### src/verilog/pxs_pkg.sv
// Purpose: Shared constants and carrier types for the index push sequencer.
// Assumes: 16-bit addresses and 8-bit data on the external memory bus.
// Notes: All opcode bytes and widths live here.
package pxs_pkg;

  // ----------------------------------------------------------------
  // Widths and opcodes
  // ----------------------------------------------------------------
  localparam int unsigned ADDR_W = 16;
  localparam int unsigned DATA_W = 8;
  localparam logic [7:0] OPC_PREFIX = 8'hDD;
  localparam logic [7:0] OPC_PUSH = 8'hE5;
  localparam logic [15:0] SP_STEP = 16'h0001;
  localparam logic [15:0] SP_RESET = 16'hFFFF;
  localparam logic [7:0] FLAGS_RESET = 8'hFF;
  localparam logic [15:0] IDX_RESET = 16'h0000;

  // ----------------------------------------------------------------
  // Carriers
  // ----------------------------------------------------------------
  typedef struct packed {
    logic we;
    logic [15:0] addr;
    logic [7:0] wdata;
  } pxs_mem_req_type;

  typedef struct packed {
    logic valid;
    logic [7:0] data;
  } pxs_byte_type;

  typedef enum logic [2:0] {
    PXS_IDLE = 3'b000,
    PXS_PREFIXED = 3'b001,
    PXS_DEC1 = 3'b010,
    PXS_WR_HI = 3'b011,
    PXS_DEC2 = 3'b100,
    PXS_WR_LO = 3'b101
  } pxs_state_type;

endpackage

### src/verilog/pxs_opcode_match.sv
// Purpose: Registered two-byte opcode recogniser.
// Assumes: One opcode byte per valid cycle.
// Notes: hit_o pulses one cycle after the second byte is taken.
`timescale 1ns/1ps
`default_nettype none
module pxs_opcode_match #(
  parameter logic [7:0] FIRST = 8'hDD,
  parameter logic [7:0] SECOND = 8'hE5
) (
  input wire logic mclk_i,
  input wire logic rst_i,
  input wire pxs_pkg::pxs_byte_type op_i,
  output logic hit_o
);

  logic seen_r;
  logic seen_nxt;
  logic hit_r;
  logic hit_nxt;

  always_comb begin
    seen_nxt = seen_r;
    hit_nxt = 1'b0;
    if (op_i.valid) begin
      hit_nxt = seen_r && (op_i.data == SECOND);
      seen_nxt = (op_i.data == FIRST);
    end
  end

  always_ff @(posedge mclk_i) begin
    if (rst_i) begin
      seen_r <= 1'b0;
      hit_r <= 1'b0;
    end else begin
      seen_r <= seen_nxt;
      hit_r <= hit_nxt;
    end
  end

  assign hit_o = hit_r;

endmodule
`default_nettype wire

### src/verilog/pxs_push_index_x.sv
// Purpose: Executes the push of the first index register onto the memory stack.
// Assumes: Memory accepts one write per cycle with no wait states.
// Notes: Stack pointer, index and flags are held here and exposed as outputs.
//
// Contract
// - Push all sixteen bits of the first index register to the stack.
// - Decrement the stack pointer by one before any write.
// - Write the upper index byte at the once-decremented stack pointer.
// - Decrement the stack pointer again, ending two below the start.
// - Write the lower index byte at the twice-decremented stack pointer.
// - No overflow or wraparound check on the stack pointer.
// - The flag register is left untouched by this push.
`timescale 1ns/1ps
`default_nettype none
module pxs_push_index_x (
  input wire logic mclk_i,
  input wire logic rst_i,
  input wire pxs_pkg::pxs_byte_type op_i,
  input wire logic idx_load_i,
  input wire logic [15:0] idx_data_i,
  input wire logic sp_load_i,
  input wire logic [15:0] sp_data_i,
  input wire logic flags_load_i,
  input wire logic [7:0] flags_data_i,
  output pxs_pkg::pxs_mem_req_type mem_o,
  output logic busy_o,
  output logic done_o,
  output logic [15:0] stack_pointer_o,
  output logic [15:0] index_register_first_o,
  output logic [7:0] flags_o
);

  // ----------------------------------------------------------------
  // Decode
  // ----------------------------------------------------------------
  logic hit;

  pxs_opcode_match #(
    .FIRST(pxs_pkg::OPC_PREFIX),
    .SECOND(pxs_pkg::OPC_PUSH)
  ) u_match (
    .mclk_i(mclk_i),
    .rst_i(rst_i),
    .op_i(op_i),
    .hit_o(hit)
  );

  // ----------------------------------------------------------------
  // Sequencer
  // ----------------------------------------------------------------
  // The recogniser already tracks the prefix byte, so the prefixed code is
  // never entered here; it only falls back to idle if it ever appears.
  // A hit that lands while a push is under way is dropped: queuing it would
  // need a pending flag, and the core never overlaps two pushes anyway.
  pxs_pkg::pxs_state_type state_r;
  pxs_pkg::pxs_state_type state_nxt;
  logic idle;

  assign idle = (state_r == pxs_pkg::PXS_IDLE);

  always_comb begin
    state_nxt = state_r;
    unique case (state_r)
      pxs_pkg::PXS_IDLE: begin
        if (hit) begin
          state_nxt = pxs_pkg::PXS_DEC1;
        end
      end
      pxs_pkg::PXS_PREFIXED: begin
        state_nxt = pxs_pkg::PXS_IDLE;
      end
      pxs_pkg::PXS_DEC1: begin
        state_nxt = pxs_pkg::PXS_WR_HI;
      end
      pxs_pkg::PXS_WR_HI: begin
        state_nxt = pxs_pkg::PXS_DEC2;
      end
      pxs_pkg::PXS_DEC2: begin
        state_nxt = pxs_pkg::PXS_WR_LO;
      end
      pxs_pkg::PXS_WR_LO: begin
        state_nxt = pxs_pkg::PXS_IDLE;
      end
      default: begin
        state_nxt = pxs_pkg::PXS_IDLE;
      end
    endcase
  end

  always_ff @(posedge mclk_i) begin
    if (rst_i) begin
      state_r <= pxs_pkg::PXS_IDLE;
    end else begin
      state_r <= state_nxt;
    end
  end

  // ----------------------------------------------------------------
  // Stack pointer, index and flags
  // ----------------------------------------------------------------
  // Loads and decrements never meet: loads need idle, decrements need a push state.
  logic [15:0] stack_pointer_r;
  logic [15:0] stack_pointer_nxt;
  logic [15:0] index_register_first_r;
  logic [15:0] index_register_first_nxt;
  logic [7:0] flags_r;
  logic [7:0] flags_nxt;
  logic [7:0] index_first_lower_byte_r;
  logic [7:0] index_first_lower_byte_nxt;

  always_comb begin
    stack_pointer_nxt = stack_pointer_r;
    index_register_first_nxt = index_register_first_r;
    // The push states have no write path into the flag register at all.
    flags_nxt = flags_r;
    index_first_lower_byte_nxt = index_first_lower_byte_r;
    // Loads are only taken while idle so the pushed value is stable.
    if (idle) begin
      if (idx_load_i) begin
        index_register_first_nxt = idx_data_i;
      end
      if (sp_load_i) begin
        stack_pointer_nxt = sp_data_i;
      end
      if (flags_load_i) begin
        flags_nxt = flags_data_i;
      end
    end
    // Both decrements wrap freely from 0000 to FFFF; nothing is reported.
    if (state_r == pxs_pkg::PXS_DEC1) begin
      stack_pointer_nxt = stack_pointer_r - pxs_pkg::SP_STEP;
      // The low byte is captured here so the second write cannot see a later load.
      index_first_lower_byte_nxt = index_register_first_r[7:0];
    end
    if (state_r == pxs_pkg::PXS_DEC2) begin
      stack_pointer_nxt = stack_pointer_r - pxs_pkg::SP_STEP;
    end
  end

  always_ff @(posedge mclk_i) begin
    if (rst_i) begin
      stack_pointer_r <= pxs_pkg::SP_RESET;
      index_register_first_r <= pxs_pkg::IDX_RESET;
      flags_r <= pxs_pkg::FLAGS_RESET;
      index_first_lower_byte_r <= '0;
    end else begin
      stack_pointer_r <= stack_pointer_nxt;
      index_register_first_r <= index_register_first_nxt;
      flags_r <= flags_nxt;
      index_first_lower_byte_r <= index_first_lower_byte_nxt;
    end
  end

  // ----------------------------------------------------------------
  // Memory request
  // ----------------------------------------------------------------
  // Each write is a one-cycle pulse; the memory must take it with no wait state.
  pxs_pkg::pxs_mem_req_type mem_r;
  pxs_pkg::pxs_mem_req_type mem_nxt;

  always_comb begin
    mem_nxt = '0;
    // The address holds between writes so the bus does not jump to zero.
    mem_nxt.addr = mem_r.addr;
    if (state_r == pxs_pkg::PXS_WR_HI) begin
      mem_nxt.we = 1'b1;
      mem_nxt.addr = stack_pointer_r;
      mem_nxt.wdata = index_register_first_r[15:8];
    end
    if (state_r == pxs_pkg::PXS_WR_LO) begin
      mem_nxt.we = 1'b1;
      mem_nxt.addr = stack_pointer_r;
      mem_nxt.wdata = index_first_lower_byte_r;
    end
  end

  always_ff @(posedge mclk_i) begin
    if (rst_i) begin
      mem_r <= '0;
    end else begin
      mem_r <= mem_nxt;
    end
  end

  // ----------------------------------------------------------------
  // Status
  // ----------------------------------------------------------------
  // Done marks the cycle of the low-byte write, so a caller can chain the next push.
  logic busy_r;
  logic busy_nxt;
  logic done_r;
  logic done_nxt;

  always_comb begin
    // Busy drops with the last write, so done and idle are seen together.
    busy_nxt = (state_nxt != pxs_pkg::PXS_IDLE);
    done_nxt = (state_r == pxs_pkg::PXS_WR_LO);
  end

  always_ff @(posedge mclk_i) begin
    if (rst_i) begin
      busy_r <= 1'b0;
      done_r <= 1'b0;
    end else begin
      busy_r <= busy_nxt;
      done_r <= done_nxt;
    end
  end

  // ----------------------------------------------------------------
  // Outputs
  // ----------------------------------------------------------------
  assign mem_o = mem_r;
  assign busy_o = busy_r;
  assign done_o = done_r;
  assign stack_pointer_o = stack_pointer_r;
  assign index_register_first_o = index_register_first_r;
  assign flags_o = flags_r;

endmodule
`default_nettype wire

### config.mk
export PLATFORM = sky130hd
export DESIGN_NAME = pxs_push_index_x
export DESIGN_NICKNAME = d
export VERILOG_FILES = /design/src/verilog/pxs_pkg.sv /design/src/verilog/pxs_opcode_match.sv /design/src/verilog/pxs_push_index_x.sv
export SDC_FILE = /design/constraint.sdc
export NUM_CORES = 1
export LEC_CHECK = 0
export ABC_AREA = 1
export BUFFER_PORTS_ARGS = -buffer_cell sky130_fd_sc_hd__buf_2
export CORE_MARGIN = 2
export CORE_UTILIZATION = 44
export CTS_BUF_LIST = sky130_fd_sc_hd__clkbuf_4 sky130_fd_sc_hd__clkbuf_8 sky130_fd_sc_hd__clkbuf_16
export CTS_CLUSTER_DIAMETER = 200
export DETAILED_ROUTE_END_ITERATION = 6
export PLACE_DENSITY_LB_ADDON = 0.15
export SYNTH_ARGS = -nofsm -noshare
export SYNTH_HDL_FRONTEND = slang
export SYNTH_SLANG_ARGS = --single-unit
export TNS_END_PERCENT = 10
### constraint.sdc
create_clock -name mclk_i -period 1.3 [get_ports mclk_i]
set_input_delay 0.13 -clock mclk_i [delete_from_list [all_inputs] [get_ports mclk_i]]
set_output_delay 0.13 -clock mclk_i [all_outputs]
set_load 0.01 [all_outputs]
## After elaboration in Yosys (flattened, before gate mapping)

Index checks and enable logic that the tools add are counted.

- Add/subtract/negate cells: 1
- Eq/ne operators: 6
- Mux-type cells: 8
- Bitwise operators: 1
- Reduce and logical (&&, ||, !) cells: 10

Operators with widths:

| kind | count |
|---|---|
| $mux W16 | 4 |
| $mux W25 | 2 |
| $eq A8 B8 Y1 const B | 2 |
| $sub A16 B1 Y16 const B | 1 |
| $pmux W3 S4 | 1 |
| $reduce_bool A3 Y1 | 3 |
| $eq A3 B2 Y1 const B | 2 |
| $eq A3 B3 Y1 const B | 2 |
| $reduce_and A2 Y1 | 3 |
| $logic_not A3 Y1 | 1 |
| $mux W3 | 1 |
| $reduce_bool A2 Y1 | 1 |
| $reduce_or A2 Y1 | 1 |
| $logic_and A1 B1 Y1 | 1 |
| $not A1 Y1 | 1 |

- Register bits after elaboration: 80
- Input port bits: 54
- Logic and storage cells: 38

## Logic depth before layout (Yosys ltp)

- Word-level depth: 4
- Gate-level depth with buffers: 9

## Modules after synthesis

A second synthesis with hierarchy kept.

- Cell total of the unflattened synthesis: 456
- Area, all modules: 3337.0 sq um

By module, submodules not included:

| module | times used | cells each | area each (sq um) | seq. area each (sq um) |
|---|---|---|---|---|
| pxs_push_index_x | 1 | 429 | 3199.3 | 1561.5 |
| pxs_opcode_match | 1 | 27 | 137.6 | 40.0 |

## Least setup slack after synthesis

No wires, ideal clock.

- Kind: reg-to-reg
- Start: register stack_pointer_r[0] (netlist: stack_pointer_o[0])
- End: register stack_pointer_r[10] (netlist: stack_pointer_o[10])
- Setup time: 0.123 ns
- Data arrival time: 1.216 ns
- Data required time: 1.177 ns
- Path slack: -0.039 ns
- Stages on the path, launching flop included: 10
- Clock period less this slack: 1.339 ns
- Cell sequence: dfxtp_1 > inv_1 > ha_1 > nand2_1 > nor2_1 > nand2_1 > nand2_1 > nand2_1 > nand2_1 > nand3_1

- Longest elaborated chain between the ends: 3

RTL lines:

| item | RTL line | source |
|---|---|---|
| from (decl) | pxs_push_index_x.sv:102 | `logic [15:0] stack_pointer_r;` |
| from (signal assigned) | pxs_push_index_x.sv:142 | `stack_pointer_r <= pxs_pkg::SP_RESET;` |
| from (signal assigned) | pxs_push_index_x.sv:147 | `stack_pointer_r <= stack_pointer_nxt;` |
| $sub A16 B1 Y16 * | pxs_push_index_x.sv:131, pxs_push_index_x.sv:136 |  |
| $mux W16 | pxs_push_index_x.sv:130 | `if (state_r == pxs_pkg::PXS_DEC1) begin` |
| $mux W16 * | pxs_push_index_x.sv:135 | `if (state_r == pxs_pkg::PXS_DEC2) begin` |

Mark *: on every way between the ends. The rest lies on a longest branch, timed or not.
A chain may end at the register's enable or synchronous reset.

## Final worst setup path

- Start: register state_r[2]
- End: register stack_pointer_r[1] (netlist: stack_pointer_o[1])

- Longest elaborated chain between the ends: 3

RTL lines:

| item | RTL line | source |
|---|---|---|
| from (decl) | pxs_push_index_x.sv:55 | `pxs_pkg::pxs_state_type state_r;` |
| from (signal assigned) | pxs_push_index_x.sv:92 | `state_r <= pxs_pkg::PXS_IDLE;` |
| from (signal assigned) | pxs_push_index_x.sv:94 | `state_r <= state_nxt;` |
| $eq A3 B2 Y1, or another cell as far along | pxs_push_index_x.sv:130 |  |
| $reduce_bool A3 Y1 (no source line) or $mux W16 (tied branches) | n/a |  |
| $reduce_and A2 Y1 (no source line) or $mux W16 (tied branches) | n/a |  |

Several ways; a longest one is shown, not always the timed one.

==> impl_metrics.ini <==
[critical_path]
path_cells = nor2_4 > nand2_4 > nand2_8 > inv_4 > or2_2 > nand4_1
path_class = reg2reg
reg2reg_from = state_r[2]
rrSetupSlack_ns = -0.007
r2r_end = stack_pointer_o[1]
cp-end-kind = flop
ff2ff_path_depth = 6
cp.required_ns = 1.59
critPathArrivalTime_ns = 1.60
path_max_fanout = 17
crit_path_start_kind = flop
cp_top_family = simple AND/OR/NAND/NOR gates
crit_slowest_cell = dfxtp_4
cp_slowest_stage_delay_ns = 0.37
path_buf_inv = 1

[synthesis]
yosys.area_share.simple_pct = 23.02
avgSynthCellArea_sq_um = 7.564
synthesis.nets = 494
synth_cell_types = 31
synth_compound_area_share_pct = 17.60
synthCells = 439
synthAdderAreaFrac_pct = 0.3768
ys_seq_elements = 80
yosys_warnings = 0
synth_top_family_by_area = simple AND/OR/NAND/NOR gates
synth_xor_area_share_pct = 1.055
yosysSeqAreaShare_pct = 48.23
syn_area_sq_mm = 0.003321
synth_mux_area_share_pct = 0

[drt]
drt_wl_total_um = 9402
via_count = 3419
ant_nets = 0
wl_per_cell_um = 13.24
dr.pass1.iters = 4
drt_iter0_drc = 120
drc_errors = 0
viasPerCell = 4.815

[pwr]
ir_worst_vdd_mv = 0.5865
p_sw_share_pct = 25.88
combPwrFrac_pct = 12.1
p_int_mw = 3.944
p_leak_nw = 2.279
p_clk_share_pct = 38.9
power.share.sequential_pct = 48.9
p_per_area_mw_per_mm2 = 1128
p_sw_mw = 1.377

[floorplanning]
start_util_pct = 45.54
dieWidth_um = 90.88
dieHeight_um = 90.88
rows = 31
die_area_sq_mm = 0.008258
ioPinCount = 121
core-area_sq_mm = 0.007292

[finish]
area_growth_syn_to_layout_pct = 42.09
fin_util_pct = 64.70
mostFrequentLayoutCell = buf_2
register_area_sq_mm = 0.001609
multi_input_area_sq_mm = 0.001469
antenna_cells = 0
fillers = 710
final_cell_mix = buf_2, nand2_1, dfxtp_1, inv_1, a21oi_1
fin_nets = 661
drive_above_1_share_pct = 36.01

[sta]
tightest_slew_ns = 0.4061
fmax_mhz = 765.2
fin_worst_hold_slack_ns = 0.02161
fin_crit_sh_pct = 100.5
hold_violations = 0
rsz0062_at_grt = true
fin_setup_tns_ns = -0.006834
setup_viol = 1
slew_headroom_pct = 72.76
fin_ws_ns = -0.006834
fin_skew_ns = 0.008908
period_needed_ns = 1.307
slew_violations = 0

[hold_path]
hp-start = op_i[5]
hp-class = in2reg
hold_depth = 3
holdPathEnd = u_match.hit_o

[global_route]
grt_pass1_vias = 3234
grtUsageMet3_pct = 4.090
grt_pass1_wl_um = 15170
grt_usage_pct = 22.80
antenna_found_initial = 0
gr-total-overflow = 0
grt_use_met2_pct = 37.62
met1_usage_pct = 30.45
grt_max_degree = 33
busiest_layer = met2

[clock_tree]
worstSkewPairLatency_ns = 0.35
numCtsBuffers = 9
root_buffer = clkbuf_8
htreeDepth = 3
clock_sinks = 80
clk_pin_slew_ns = 0.08
clockBufferDepth = 2
cts_tree = built

[run_status]
status = complete, but fails checks
violations = setup timing

[placement]
gp_congestion = 0.8700
io_buffer_count = 120
dpl.hpwl_um = 6638

[job]
cap_violations = 0
logic make-up (layout without fill, tap and decap cells):
logic type / count (synthesis) / in the layout
AOI/OAI and AO/OA: 107 / 107
DFF: 80 / 80
buffers and inverters: 74 / 246
adders and majority gates: 1 / 1
xor gates and xnor gates: 4 / 4
and+or+nand+nor: 173 / 173
state kept, by name (all words and copies together), names as in the netlist:
name	flops
done_o	1
flags_o	8
u_match.hit_o	1
index_register_first_o	16
busy_o	1
state_r	3
index_first_lower_byte_r	8
u_match.seen_r	1
stack_pointer_o	16
mem_o	25
through the flow:
step                      area (sq um)  cells  worst slack (ns)  power [mW]
after floorplan                   3323    439          0.005150       2.938
after global placement            4253    678           0.02457       3.243
after detailed placement          4253    678          -0.07111       3.252
after CTS                         4582    703          0.001166       5.336
after global routing              4718    710          -0.08003       5.544
final                             4718    710         -0.006834       5.322
worst max path at each step:
stage | from | end | slack (ns) | cells past startpoint
6_report | state_r[2] | stack_pointer_o[1] | -0.007 | 6
5_1_grt | state_r[2] | stack_pointer_o[11] | -0.08 | 7
4_1_cts | stack_pointer_o[3] | stack_pointer_o[13] | 0.001 | 8
3_5_place_dp | state_r[2] | stack_pointer_o[2] | -0.07 | 7
3_3_place_gp | state_r[2] | stack_pointer_o[2] | 0.02 | 7
2_1_floorplan | stack_pointer_o[0] | stack_pointer_o[10] | 0.005 | 9
layer usage:
layer | share of wire [%] | vias up | wire [um]
li1 | - | 1772 | -
met2 | 46 | 101 | 4352
met4 | 0.95 | 0 | 89
met3 | 5.0 | 7 | 468
met5 | 0 | - | 0
met1 | 48 | 1539 | 4491
synthesized netlist by cell type:
cell type / instances / area [sq um]
o21ai_1: 8 / 40.04
nor3b_1: 2 / 15.01
nor4_1: 1 / 6.260
buf_4: 2 / 15.01
a21oi_1: 43 / 215.2
o21ai_0: 39 / 195.2
buf_2: 6 / 30.03
nand2_4: 2 / 22.52
nand2_1: 87 / 326.6
a31oi_1: 5 / 31.28
o32ai_1: 8 / 70.07
nor2_1: 35 / 131.4
nand4_1: 4 / 25.02
or2_2: 1 / 6.260
o211ai_1: 1 / 7.510
nand3_1: 34 / 170.2
nor2_4: 2 / 22.52
inv_1: 49 / 183.9
nand3_2: 2 / 20.02
a21oi_2: 2 / 17.52
clkinv_1: 1 / 3.750
buf_6: 4 / 45.04
dfxtp_1: 80 / 1602
ha_1: 1 / 12.51
buf_1: 2 / 7.510
a21boi_0: 1 / 7.510
nor2_2: 1 / 6.260
nand2_2: 2 / 12.51
clkbuf_1: 6 / 22.52
inv_2: 4 / 15.01
xor2_1: 4 / 35.03
power by group through the flow:
stage | Clock (mW) | Sequential, mW | Combinational (mW)
CTS | 2.12 | 2.60 | 0.619
global placement | 0 | 2.65 | 0.588
global route | 2.21 | 2.62 | 0.720
finish | 2.07 | 2.60 | 0.645
floorplan | 0 | 2.70 | 0.236
detailed placement | 0 | 2.66 | 0.595
worst reg2reg max path, delay by kind of cell (launching register included):
family | cells | cell delay (ns)
and+or+nand+nor | 5 | 0.77
DFF | 1 | 0.37
buffers and inverters | 1 | 0.10
timing repair:
| action | 4_1_cts | 5_1_grt |
|---|---|---|
| endpoints found under the hold margin | 9 | 0 |
| gates resized for setup | 4 | 32 |
| pin swaps | 0 | 11 |
| setup endpoints to repair | 5 | 33 |
| cloned | 0 | 0 |
| buffers inserted | 0 | 7 |
| hold buffers | 9 | 0 |
layout make-up:
class	count	area share [%]
flip-flops and latches	80	34.10
inverters	54	4.402
well taps	99	2.625
clock inverters	7	2.148
repair buffers	176	22.96
multi-input cells	285	31.13
clock buffers	9	2.625
Power figures use the tool's default switching activity.
